## config.mk

```make
export PLATFORM = sky130hd
export DESIGN_NAME = aecer_regs
export DESIGN_NICKNAME = d
export VERILOG_FILES = /design/src/aecer_pkg.sv /design/src/aecer_regs.sv
export SDC_FILE = /design/constraint.sdc
export NUM_CORES = 1
export LEC_CHECK = 0
export BUFFER_PORTS_ARGS = -buffer_cell sky130_fd_sc_hd__buf_4
export CORE_MARGIN = 2
export CORE_UTILIZATION = 44
export CTS_CLUSTER_SIZE = 40
export DETAILED_ROUTE_END_ITERATION = 10
export PLACE_DENSITY = 0.76
export SYNTH_ARGS = -nofsm -noshare
export SYNTH_HDL_FRONTEND = slang
export SYNTH_SLANG_ARGS = --single-unit
```

## constraint.sdc

```tcl
create_clock -name hclk -period 3 [get_ports hclk]
set_input_delay 0.6 -clock hclk [delete_from_list [all_inputs] [get_ports hclk]]
set_output_delay 0.6 -clock hclk [all_outputs]
set_load 0.05 [all_outputs]
```

## src/aecer_pkg.sv

```systemverilog
// package for the correctable error register bank
`default_nettype none
package aecer_pkg;
    localparam logic [11:0] OFF_STATUS   = 12'h110;
    localparam logic [11:0] OFF_MASK     = 12'h114;
    localparam logic [11:0] OFF_CAPCTL   = 12'h118;
    localparam logic [11:0] OFF_HDR0     = 12'h11c;
    localparam logic [11:0] OFF_IRQ_STAT = 12'h200;
    localparam logic [11:0] OFF_IRQ_MASK = 12'h204;
    localparam logic [11:0] OFF_UNC_STAT = 12'h208;

    localparam int BIT_RX_ERR   = 0;
    localparam int BIT_BAD_TLP  = 6;
    localparam int BIT_BAD_DLLP = 7;
    localparam int BIT_REPLAY_ROLL = 8;
    localparam int BIT_REPLAY_TMO  = 12;
    localparam int BIT_ADVISORY    = 13;
    localparam logic [31:0] COR_IMPL  = 32'h0000_31c1;

    localparam logic [31:0] STATUS_RST = 32'h0000_0000;
    localparam logic [31:0] MASK_RST   = 32'h0000_2000;

    localparam int FEP_LSB = 0;
    localparam int FEP_W   = 5;
    localparam int GEN_CAP_BIT = 5;
    localparam int GEN_EN_BIT  = 6;
    localparam int CHK_CAP_BIT = 7;
    localparam int CHK_EN_BIT  = 8;
    localparam logic [4:0] FEP_RST = 5'h00;

    localparam logic [1:0] HTRANS_NONSEQ = 2'h2;

    // one correctable event per status bit position
    typedef struct packed {
        logic rx_err;
        logic bad_tlp;
        logic bad_dllp;
        logic replay_roll;
        logic replay_tmo;
        logic advisory;
    } aecer_evt_s;

    // header captured together with a logged event
    typedef struct packed {
        logic         valid;
        logic [127:0] hdr;
    } aecer_hdr_s;
endpackage
`default_nettype wire

```

## src/aecer_regs.sv

```systemverilog
// correctable error status, mask and capability registers on ahb-lite
//
// Design decision made here: the AHB-Lite interface to the registers.
`default_nettype none
// Overview of operation
// - receiver error sets sticky status bit 0; write one clears; reset zero
// - bad tlp sets sticky status bit 6; write one clears; reset zero
// - bad dllp sets sticky status bit 7; write one clears; reset zero
// - replay number rollover sets sticky status bit 8; reset zero
// - replay timer timeout sets sticky status bit 12; reset zero
// - advisory non-fatal error sets sticky status bit 13; reset zero
// - mask bit 0 blocks receiver error logging and message; reset zero
// - mask bit 6 blocks bad tlp logging and message; reset zero
// - mask bit 7 blocks bad dllp logging and message; reset zero
// - mask bit 8 blocks replay rollover logging and message; reset zero
// - mask bit 12 blocks replay timeout logging and message; reset zero
// - mask bit 13 blocks advisory logging and message; resets to one
// - bits 4:0 hold first uncorrectable error position, sticky, reset zero
// - bit 5 reads one, ecrc generation capable
// - sticky bit 6 enables ecrc generation; reset zero
// - bit 7 reads one, ecrc check capable
// - sticky bit 8 enables ecrc checking; reset zero
// - header log holds four sticky words, big-endian header bytes
module aecer_regs
    import aecer_pkg::*;
(
    // clock and reset
    input  wire logic        hclk,
    input  wire logic        hresetn,
    // ahb-lite slave
    input  wire logic        hsel,
    input  wire logic [11:0] haddr,
    input  wire logic [1:0]  htrans,
    input  wire logic        hwrite,
    input  wire logic [2:0]  hsize,
    input  wire logic        hready,
    input  wire logic [31:0] hwdata,
    output logic [31:0]      hrdata,
    output logic             hreadyout,
    output logic             hresp,
    // event pulses from link and transaction layers
    input  wire aecer_evt_s  evt,
    input  wire logic [127:0] evt_hdr,
    input  wire logic        unc_first,
    input  wire logic [4:0]  unc_first_pos,
    // toward the message, ecrc and interrupt logic
    output logic             err_msg,
    output logic             ecrc_gen_en,
    output logic             ecrc_chk_en,
    output logic             irq
);
    typedef struct packed {
        logic [31:0]  status;
        logic [31:0]  mask;
        logic [4:0]   fep;
        logic         fep_valid;
        logic         gen_en;
        logic         chk_en;
        aecer_hdr_s   hlog;
        logic [31:0]  irq_stat;
        logic [31:0]  irq_mask;
        logic         dp_act;
        logic         dp_write;
        logic [11:0]  dp_addr;
        logic [31:0]  rdata;
        logic         msg;
        logic         irq;
    } aecer_state_s;

    aecer_state_s st;
    aecer_state_s next_st;

    function automatic logic [31:0] evt_vec(input aecer_evt_s e);
        logic [31:0] v;
        v = 32'h0000_0000;
        v[BIT_RX_ERR]      = e.rx_err;
        v[BIT_BAD_TLP]     = e.bad_tlp;
        v[BIT_BAD_DLLP]    = e.bad_dllp;
        v[BIT_REPLAY_ROLL] = e.replay_roll;
        v[BIT_REPLAY_TMO]  = e.replay_tmo;
        v[BIT_ADVISORY]    = e.advisory;
        return v;
    endfunction

    // header arrives with byte 0 in the top bits; kept as is so reads stay big-endian
    function automatic logic [31:0] be_word(input logic [31:0] w);
        return w;
    endfunction

    logic [31:0] ev;
    logic [31:0] unmasked;
    logic [31:0] capctl;
    logic [31:0] wmask;
    logic        take;
    logic        rd_now;

    always_comb begin
        next_st  = st;
        ev       = evt_vec(evt) & COR_IMPL;
        unmasked = ev & ~st.mask;
        take     = hsel && hready && (htrans == HTRANS_NONSEQ);
        capctl   = 32'h0000_0000;
        capctl[FEP_LSB +: FEP_W] = st.fep;
        capctl[GEN_CAP_BIT] = 1'b1;
        capctl[GEN_EN_BIT]  = st.gen_en;
        capctl[CHK_CAP_BIT] = 1'b1;
        capctl[CHK_EN_BIT]  = st.chk_en;
        wmask  = 32'h0000_0000;
        rd_now = 1'b0;

        // data phase of a write; bus writes act before hardware sets below
        if (st.dp_act && st.dp_write) begin
            case (st.dp_addr)
                OFF_STATUS: begin
                    next_st.status = st.status & ~(hwdata & COR_IMPL);
                end
                OFF_MASK: begin
                    next_st.mask = hwdata & COR_IMPL;
                end
                OFF_CAPCTL: begin
                    next_st.gen_en = hwdata[GEN_EN_BIT];
                    next_st.chk_en = hwdata[CHK_EN_BIT];
                end
                OFF_IRQ_MASK: begin
                    next_st.irq_mask = hwdata & COR_IMPL;
                end
                default: begin
                    wmask = 32'h0000_0000;
                end
            endcase
        end

        // address phase: read data prepared now, stands in the next cycle
        next_st.dp_act   = take;
        next_st.dp_write = take && hwrite;
        next_st.dp_addr  = haddr;
        if (take && !hwrite) begin
            rd_now = 1'b1;
            case ({haddr[11:2], 2'b00})
                OFF_STATUS:       next_st.rdata = st.status;
                OFF_MASK:         next_st.rdata = st.mask;
                OFF_CAPCTL:       next_st.rdata = capctl;
                OFF_HDR0:         next_st.rdata = be_word(st.hlog.hdr[127:96]);
                OFF_HDR0 + 12'h4: next_st.rdata = be_word(st.hlog.hdr[95:64]);
                OFF_HDR0 + 12'h8: next_st.rdata = be_word(st.hlog.hdr[63:32]);
                OFF_HDR0 + 12'hc: next_st.rdata = be_word(st.hlog.hdr[31:0]);
                OFF_IRQ_STAT: begin
                    next_st.rdata = st.irq_stat;
                    // read clears; events of this very cycle survive below
                    next_st.irq_stat = 32'h0000_0000;
                end
                OFF_IRQ_MASK:     next_st.rdata = st.irq_mask;
                default:          next_st.rdata = 32'h0000_0000;
            endcase
        end else begin
            next_st.rdata = 32'h0000_0000;
        end

        // hardware sets win over software clears
        next_st.status   = next_st.status | ev;
        next_st.irq_stat = next_st.irq_stat | ev;

        // only unmasked events log a header and raise a message
        next_st.msg = |unmasked;
        if ((|unmasked) && !st.hlog.valid) begin
            next_st.hlog.valid = 1'b1;
            next_st.hlog.hdr   = evt_hdr;
        end

        // first error pointer latches once until the sticky reset
        if (unc_first && !st.fep_valid) begin
            next_st.fep       = unc_first_pos;
            next_st.fep_valid = 1'b1;
        end

        next_st.irq = |(next_st.irq_stat & next_st.irq_mask);
    end

    always_ff @(posedge hclk or negedge hresetn) begin
        if (!hresetn) begin
            st.status    <= STATUS_RST;
            st.mask      <= MASK_RST;
            st.fep       <= FEP_RST;
            st.fep_valid <= 1'b0;
            st.gen_en    <= 1'b0;
            st.chk_en    <= 1'b0;
            st.hlog      <= '0;
            st.irq_stat  <= 32'h0000_0000;
            st.irq_mask  <= 32'h0000_0000;
            st.dp_act    <= 1'b0;
            st.dp_write  <= 1'b0;
            st.dp_addr   <= 12'h000;
            st.rdata     <= 32'h0000_0000;
            st.msg       <= 1'b0;
            st.irq       <= 1'b0;
        end else begin
            st <= next_st;
        end
    end

    assign hrdata      = st.rdata;
    assign hreadyout   = 1'b1;
    assign hresp       = 1'b0;
    assign err_msg     = st.msg;
    assign ecrc_gen_en = st.gen_en;
    assign ecrc_chk_en = st.chk_en;
    assign irq         = st.irq;
endmodule
`default_nettype wire

```

; Word-level counts from Yosys, hierarchy flattened
; Index checks and enable logic that the tools add are counted.
[word_totals]
ff_bits = 287
inputBits = 194
elab_cells = 60
[op_classes]
eq_ne = 14
muxes = 9
n_bitwise = 7
reduce_logical = 14
[ops]
columns = cell, n
row1 = one-hot mux 32 bit (9 select lines), 1
row2 = two-way mux 32 bit, 6
row3 = "== test 10 x 7 -> 1 bit, second input constant", 7
row4 = bitwise AND 32 bit, 2
row5 = two-way mux 64 bit, 1
row6 = inverter 14 -> 32 bit, 2
row7 = bitwise OR 32 x 14 -> 32 bit, 2
row8 = OR reduction 32 bit, 2
row9 = "== test 12 x 9 -> 1 bit, second input constant", 3
row10 = bitwise AND 14 x 32 -> 32 bit, 1
row11 = "== test 10 x 8 -> 1 bit, second input constant", 2
row12 = two-way mux 14 bit, 1
row13 = "== test 12 x 10 -> 1 bit, second input constant", 1
row14 = logical AND 1 bit, 7
row15 = AND reduction 2 bit, 2
row16 = zero test 1 bit, 3
row17 = "== test 2 bit, second input constant", 1

; Longest topological paths before layout
; Gate-level depths: netlist (run 1).
[depth]
word_depth = 7
ltp_mapped = 8
ltp_nobuf = 6

; Least setup slack after synthesis (run 1)
; Ideal clock, no wire load.
[synth_path]
path_type = input port to flip-flop
start = input port haddr[2]
end = register, netlist name irq
t_arrival_ps = 2395
required_time_ps = 2861
path_slack_ps = 466
path_stages = 7
n_path_buf = 1
cell_sequence = buf_6 or4_4 nor4_4 nand3b_2 a21o_1 a222oi_1 nand3_1
[synth_lines]
columns = element, line
row1 = start: declaration, aecer_regs.sv:32  ; input wire logic [11:0] haddr,

==> results of run 1 <==
cell usage after synthesis (4+ instances only):
library cell	count
inv_1	8
and2_1	56
dfrtp_1	260
buf_2	12
o21ai_0	6
nor2_1	6
nand2_1	51
a221oi_1	6
a22oi_1	63
buf_4	34
a21oi_1	4
mux2_2	147
clkbuf_1	34
a21o_1	6
a222oi_1	10
nand3_1	10
nor3_1	5
a31oi_1	30
a22o_1	31
report_power, final:
group          internal, uW  leakage, uW  total, uW  switching, uW
registers              3650      0.00321       3720           69.8
clock network          1800     0.000418       3170           1360
logic                   249      0.00226        445            195
registers in the layout (all words and copies together), names as in the netlist:
name,cells
irq,1
ecrc_chk_en,1
st,220
err_msg,1
ecrc_gen_en,1
capctl,5
hrdata,32
final cells by class:
| class | instances | area [um^2] |
|---|---|---|
| Fill cell | 1992 | 10700 |
| Sequential cell | 261 | 6530 |
| Multi-Input combinational cell | 469 | 3820 |
| Timing Repair Buffer | 235 | 1820 |
| Clock buffer | 38 | 777 |
| Tap cell | 324 | 405 |
| Clock inverter | 10 | 60.1 |
| Inverter | 8 | 30.0 |
critical path: stages, from the launching register on:
cell     delay, ps
dfrtp_1        380
nor4b_1        340
nand3_1        150
or4_1          580
buf_4          320
mux2_2         330
a22oi_1        200
nand3_1        110
cell families (layout without fill, tap and decap cells):
logic type | count (synthesis) | count (layout) | share of synthesized area
AO/OA/AOI/OAI | 164 | 164 | 0.115
buffers and inverters | 91 | 291 | 0.0455
flip-flops | 261 | 261 | 0.605
multiplexers | 147 | 147 | 0.153
other | 2 | 2 | 0.000695
AND/OR/NAND/NOR | 156 | 156 | 0.0812
through the flow:
step	setup slack (ps)	total power (uW)	instance area, um^2	instances	hold slack (ps)
floorplan	466	3900	10800	821	304
global placement	184	4210	12600	1297	450
detailed placement	134	4230	12600	1297	462
CTS	470	7410	13400	1345	58.7
global route	264	7580	13400	1345	79.9
finish	446	7330	13400	1345	42.7
how the worst max path moves through the flow:
stage / start / to / depth (start not counted)
final: st[39] / irq / 7
after global routing: st[45] / irq / 7
after CTS: st[45] / irq / 7
after detailed placement: haddr[7] / hrdata[6] / 8
after global placement: haddr[7] / hrdata[6] / 8
after floorplan: haddr[2] / irq / 7
metal layers:
layer,routed length (um),vias to the layer above,track usage
met5,0,-,0
met4,709,0,0.0676
met3,1810,46,0.0405
met1,12900,3767,0.326
met2,14000,269,0.373
li1,-,3326,-
==> metrics, run 1 <==
# IOs 232; RSZ-0062 raised after global routing false; commonest non-fill, non-tap cells in the layout dfrtp_1 (260), buf_4 (230), mux2_2 (147), a22oi_1 (63), and2_1 (56); synthesized flop and latch total 261; Final HPWL DP 20300 um; DRT iter0 DRCs 490; Final Cycle Share 0.851; Max H-tree Level 1; Inserted Clock Buffers 27; global-route wire length before repair 45900 um; Req. time, crit path 3400 ps; fin nets 1196; peak supply drop 333 uV; vias after detailed routing 7408; max-cap violation count 0; routed wire length 29400 um; clock-pin slew on the worst setup and hold paths 60 ps; EDFF count, synth 0; CTS Buffer Depth 3; worst slew pin tran 1040 ps; Worst-Skew Late Latency 540 ps; largest cells by area after synthesis dfrtp_1 (60%), mux2_2 (15%), a22oi_1 (4.4%); Post-Route Skew 9.51 ps; min Tclk post-route 2550 ps; Mapped Area 10800 um^2; syn nets 1015; initial antenna violation count 0; fraction of layout cells with a size suffix above 1 0.429; vias per std cell 5.51; vias in the first global route 7863; share of the synthesized area in the top cell type 0.602; total gr overflow 0; Setup TNS Final 0 ps; Final Hold Vio Count 0; Post-CTS Resized 0; Max Slew Vio Count 0; sequential area share after synthesis 0.605; GRT Resource Usage Total 0.232; FP Rows 57; startpoint types flop; hold_buf cts 0; Core Area 24200 um^2; worst-path maximum fanout 30; Port-buffer cells 200; Antenna Diode Count 0; Die ar. 25800 um^2; synthesis-to-layout area growth 24.5%; PD cells 545 nW/um^2; Leak Pwr 0.00589 uW; Die H 161 um; Root Driver clkbuf_16; Hold WC Path Type in -> async; Critical Path AT 2950 ps; average wire per standard cell 21.9 um; largest net degree at the start of global routing 79; CTS tree built; commonest non-fill, non-tap cell in the layout dfrtp_1; Die Width 161 um; Crit. End Element flop; CTS Sinks 261; final core occ 0.556; reg-to-reg endpoint irq; antenna viol nets, final 0; worst reg2reg path depth 7; reg2reg setup slack 450 ps; GP Congestion 0.867; commonest register cell after synthesis dfrtp_1; Yosys cell types 48; outcome completed; headroom to the max-slew limit 0.309; Synth async-reset ratio 1.00; critical path class reg -> reg; Cells after Synth 821; Starting Density 0.447; r2r startpoint st[39]; area leader, netlist dfrtp_1; final setup vio count 0; Remaining DRCs 0; setup bufs post-CTS 0; Max Clock Freq 392 MHz; Ys Warns 0; DRT Pass-1 Iters 5; Mean Syn Cell Area 13.2 um^2
No activity file was read; power rests on OpenSTA's default activity.
==> inputs of run 2 (changes only) <==
--- a/config.mk
+++ b/config.mk
@@ -5,12 +5,13 @@
 export SDC_FILE = /design/constraint.sdc
 export NUM_CORES = 1
 export LEC_CHECK = 0
+export ABC_AREA = 1
 export BUFFER_PORTS_ARGS = -buffer_cell sky130_fd_sc_hd__buf_4
 export CORE_MARGIN = 2
 export CORE_UTILIZATION = 44
 export CTS_CLUSTER_SIZE = 40
 export DETAILED_ROUTE_END_ITERATION = 10
-export PLACE_DENSITY = 0.76
+export PLACE_DENSITY = 0.75
 export SYNTH_ARGS = -nofsm -noshare
 export SYNTH_HDL_FRONTEND = slang
 export SYNTH_SLANG_ARGS = --single-unit
==> run 2 against run 1 <==
Sequential cell count is the same. First-iteration DRC count is 97% higher. Maximum frequency rose by 16%. Total power about the same. Synthesized cell count increased by 71%. Non-clock buffer count decreased by 9. Largest power group unchanged.
==> metrics, run 2 <==
Root Driver clkbuf_16 (unchanged); Inserted Clock Buffers 27 (unchanged); antenna viol nets, final 0 (unchanged); peak supply drop 394 uV (was 333 uV); EDFF count, synth 0 (unchanged); Hold WC Path Type in -> async (unchanged); Synth top cells by count nand2_1 (531), dfrtp_1 (260), nand3_1 (156) (was dfrtp_1 (260), mux2_2 (147), a22oi_1 (63)); final core occ 0.548 (was 0.556); number of cells on the critical path 12 (was 7); synthesis-to-layout area growth 22.3% (was 24.5%); min Tclk post-route 2200 ps (was 2550 ps); CP max stage cell dfrtp_1 (was or4_1); worst-path cell chain nor2_1, nand2_1, nor2_4, nand2_4, inv_4, nor2_1, nand2_1, nand2_1, nor2_1, nand2_1, nor2_1, nand2_1 (was nor4b_1, nand3_1, or4_1, buf_4, mux2_2, a22oi_1, nand3_1); vias in the first global route 9945 (was 7863); Crit. End Element flop (unchanged); P_int 5790 uW (was 5700 uW); max-cap violation count 0 (unchanged); Design Power 7330 uW (about the same); outcome completed (unchanged); Logic pwr share 0.044 (was 0.061); pre-CTS setup slack 382 ps (was 134 ps); startpoint types flop (unchanged); average wire per standard cell 18.2 um (was 21.9 um); Ys Warns 0 (unchanged); NetSw 1540 uW (was 1630 uW); Die H 167 um (was 161 um); RSZ-0062 raised after global routing false (unchanged); total gr overflow 0 (unchanged); Port-buffer cells 200 (unchanged); CTS Buffer Depth 3 (unchanged); fraction of layout cells with a size suffix above 1 0.195 (was 0.429); largest cells by area after synthesis dfrtp_1 (56%), nand2_1 (17%), nand3_1 (6.7%) (was dfrtp_1 (60%), mux2_2 (15%), a22oi_1 (4.4%)); vias per std cell 5.21 (was 5.51); Critical Path AT 2600 ps (was 2950 ps); commonest register cell after synthesis dfrtp_1 (unchanged); Worst Setup SP st[35] (was st[39]); Max H-tree Level 1 (unchanged); sequential power share 0.482 (was 0.507); clock share of power 0.474 (was 0.432); Remaining DRCs 0 (unchanged); syn nets 1598 (was 1015); largest net degree at the start of global routing 100 (was 79); critical path class reg -> reg (unchanged); max reg flops 220 (unchanged); Critical Path Max Stage Delay 380 ps (was 580 ps); commonest non-fill, non-tap cells in the layout nand2_1 (530), dfrtp_1 (260), buf_4 (217), nand3_1 (156), nor2_1 (92) (was dfrtp_1 (260), buf_4 (230), mux2_2 (147), a22oi_1 (63), and2_1 (56)); Setup TNS Final 0 ps (unchanged); vias after detailed routing 9963 (was 7408); initial antenna violation count 1 (was 0); Final Cycle Share 0.734 (was 0.851); worst reg2reg path depth 12 (was 7); Max Clock Freq 454 MHz (was 392 MHz); final setup vio count 0 (unchanged); DRT iter0 DRCs 966 (was 490); CP delay by family, top simple AND/OR/NAND/NOR gates (unchanged); synthesized flop and latch total 261 (unchanged); Synth async-reset ratio 1.00 (unchanged); Worst-Skew Late Latency 540 ps (about the same); FP Rows 59 (was 57); fin nets 1749 (was 1196); Post-CTS Resized 0 (unchanged); Final Hold Vio Count 0 (unchanged); Max Slew Vio Count 0 (unchanged); Yosys cell types 40 (was 48); setup bufs post-CTS 0 (unchanged); Die ar. 27800 um^2 (was 25800 um^2); Final HPWL DP 24800 um (was 20300 um); Post-Route Skew 15.6 ps (was 9.51 ps); worst slew pin tran 910 ps (was 1040 ps); Die Width 167 um (was 161 um); Cells after Synth 1404 (was 821); routed wire length 34700 um (was 29400 um); reg-to-reg endpoint irq (unchanged); CTS tree built (unchanged); Leak Pwr 0.00759 uW (was 0.00589 uW); commonest non-fill, non-tap cell in the layout nand2_1 (was dfrtp_1); Starting Density 0.448 (was 0.447); clock-pin slew on the worst setup and hold paths 60 ps (about the same); GP Congestion 0.904 (was 0.867); Most flops, register st (unchanged); area leader, netlist dfrtp_1 (unchanged); share of the synthesized area in the top cell type 0.559 (was 0.602); Final Worst Setup Slack 798 ps (was 446 ps); sequential area share after synthesis 0.561 (was 0.605); headroom to the max-slew limit 0.391 (was 0.309); CP most frequent cell nand2_1 (was nand3_1); PD cells 515 nW/um^2 (was 545 nW/um^2); GRT Resource Usage Total 0.251 (was 0.232); worst-path maximum fanout 25 (was 30); Core Area 26000 um^2 (was 24200 um^2); CTS Sinks 261 (unchanged); switch share 0.210 (was 0.222); r2r startpoint st[35] (was st[39]); # IOs 232 (unchanged); post-place instance area 13300 um^2 (was 12600 um^2); global-route wire length before repair 54400 um (was 45900 um); buffers and inverters on the worst path 1 (unchanged); Req. time, crit path 3400 ps (about the same); most frequent cell after synthesis nand2_1 (was dfrtp_1); Finished Cell Area 14200 um^2 (was 13400 um^2); reg2reg setup slack 800 ps (was 450 ps); Mean Syn Cell Area 8.29 um^2 (was 13.2 um^2); Mapped Area 11600 um^2 (was 10800 um^2); CP endpoint irq (unchanged); hold_buf cts 0 (unchanged); DRT Pass-1 Iters 5 (unchanged)
## run 2: cell count changes after synthesis, moves of 56 or more
cell	before	now
nand2_1	51	531
mux2_2	147	5
a22oi_1	63	0
and2_1	56	0
nand3_1	10	156
nor2_1	6	94
inv_1	8	87
## run 2: logic make-up (layout without fill, tap and decap cells)
group | after synthesis | count (layout) | share of synthesized area
buffers and inverters | 197 | 368 | 0.0821
flip-flops | 261 | 261 | 0.561
multiplexers | 5 | 5 | 0.00484
other | 2 | 3 | 0.000645
AO/OA/AOI/OAI | 98 | 98 | 0.0496
AND/OR/NAND/NOR | 841 | 841 | 0.302
## run 2: per-stage QoR
stage / hold WS, ps / std cells
floorplan: 304 / 1404
global placement: 434 / 1861
detailed placement: 440 / 1861
CTS: 25.7 / 1910
global route: 53.4 / 1911
finish: 11.4 / 1911
## run 2: power by group through the flow
stage	sequential [uW]	combinational (uW)	clock, uW
floorplan	3600	42.5	0
global placement	3600	320	0
detailed placement	3600	323	0
CTS	3530	324	3530
global route	3530	349	3660
finish	3540	319	3480
## run 2: routing by layer
layer | vias to the layer above | GRT usage | share of wire
met4 | 0 | 0.0888 | 0.038
met2 | 429 | 0.370 | 0.43
met5 | - | 0 | 0
li1 | 4721 | - | -
met1 | 4739 | 0.359 | 0.44
met3 | 74 | 0.0665 | 0.093
## run 2: worst min-delay path by stage
stage	endpoint	start	depth (start not counted)
after detailed placement	st[243]	st[243]	2
after global placement	st[243]	st[243]	2
after global routing	st[42]	hresetn	1
final	st[42]	hresetn	1
after CTS	st[45]	hresetn	1
after floorplan	capctl[0]	hresetn	0
## run 2: final cells by class
cell class              count  area [um^2]
fillers                  2379        11700
flip-flops and latches    261         6530
multi-input cells         946         4190
repair buffers            226         1800
clock buffers              40          805
well taps                 335          419
inverters                  93          354
clock inverters             9          128
diodes                      1         2.50
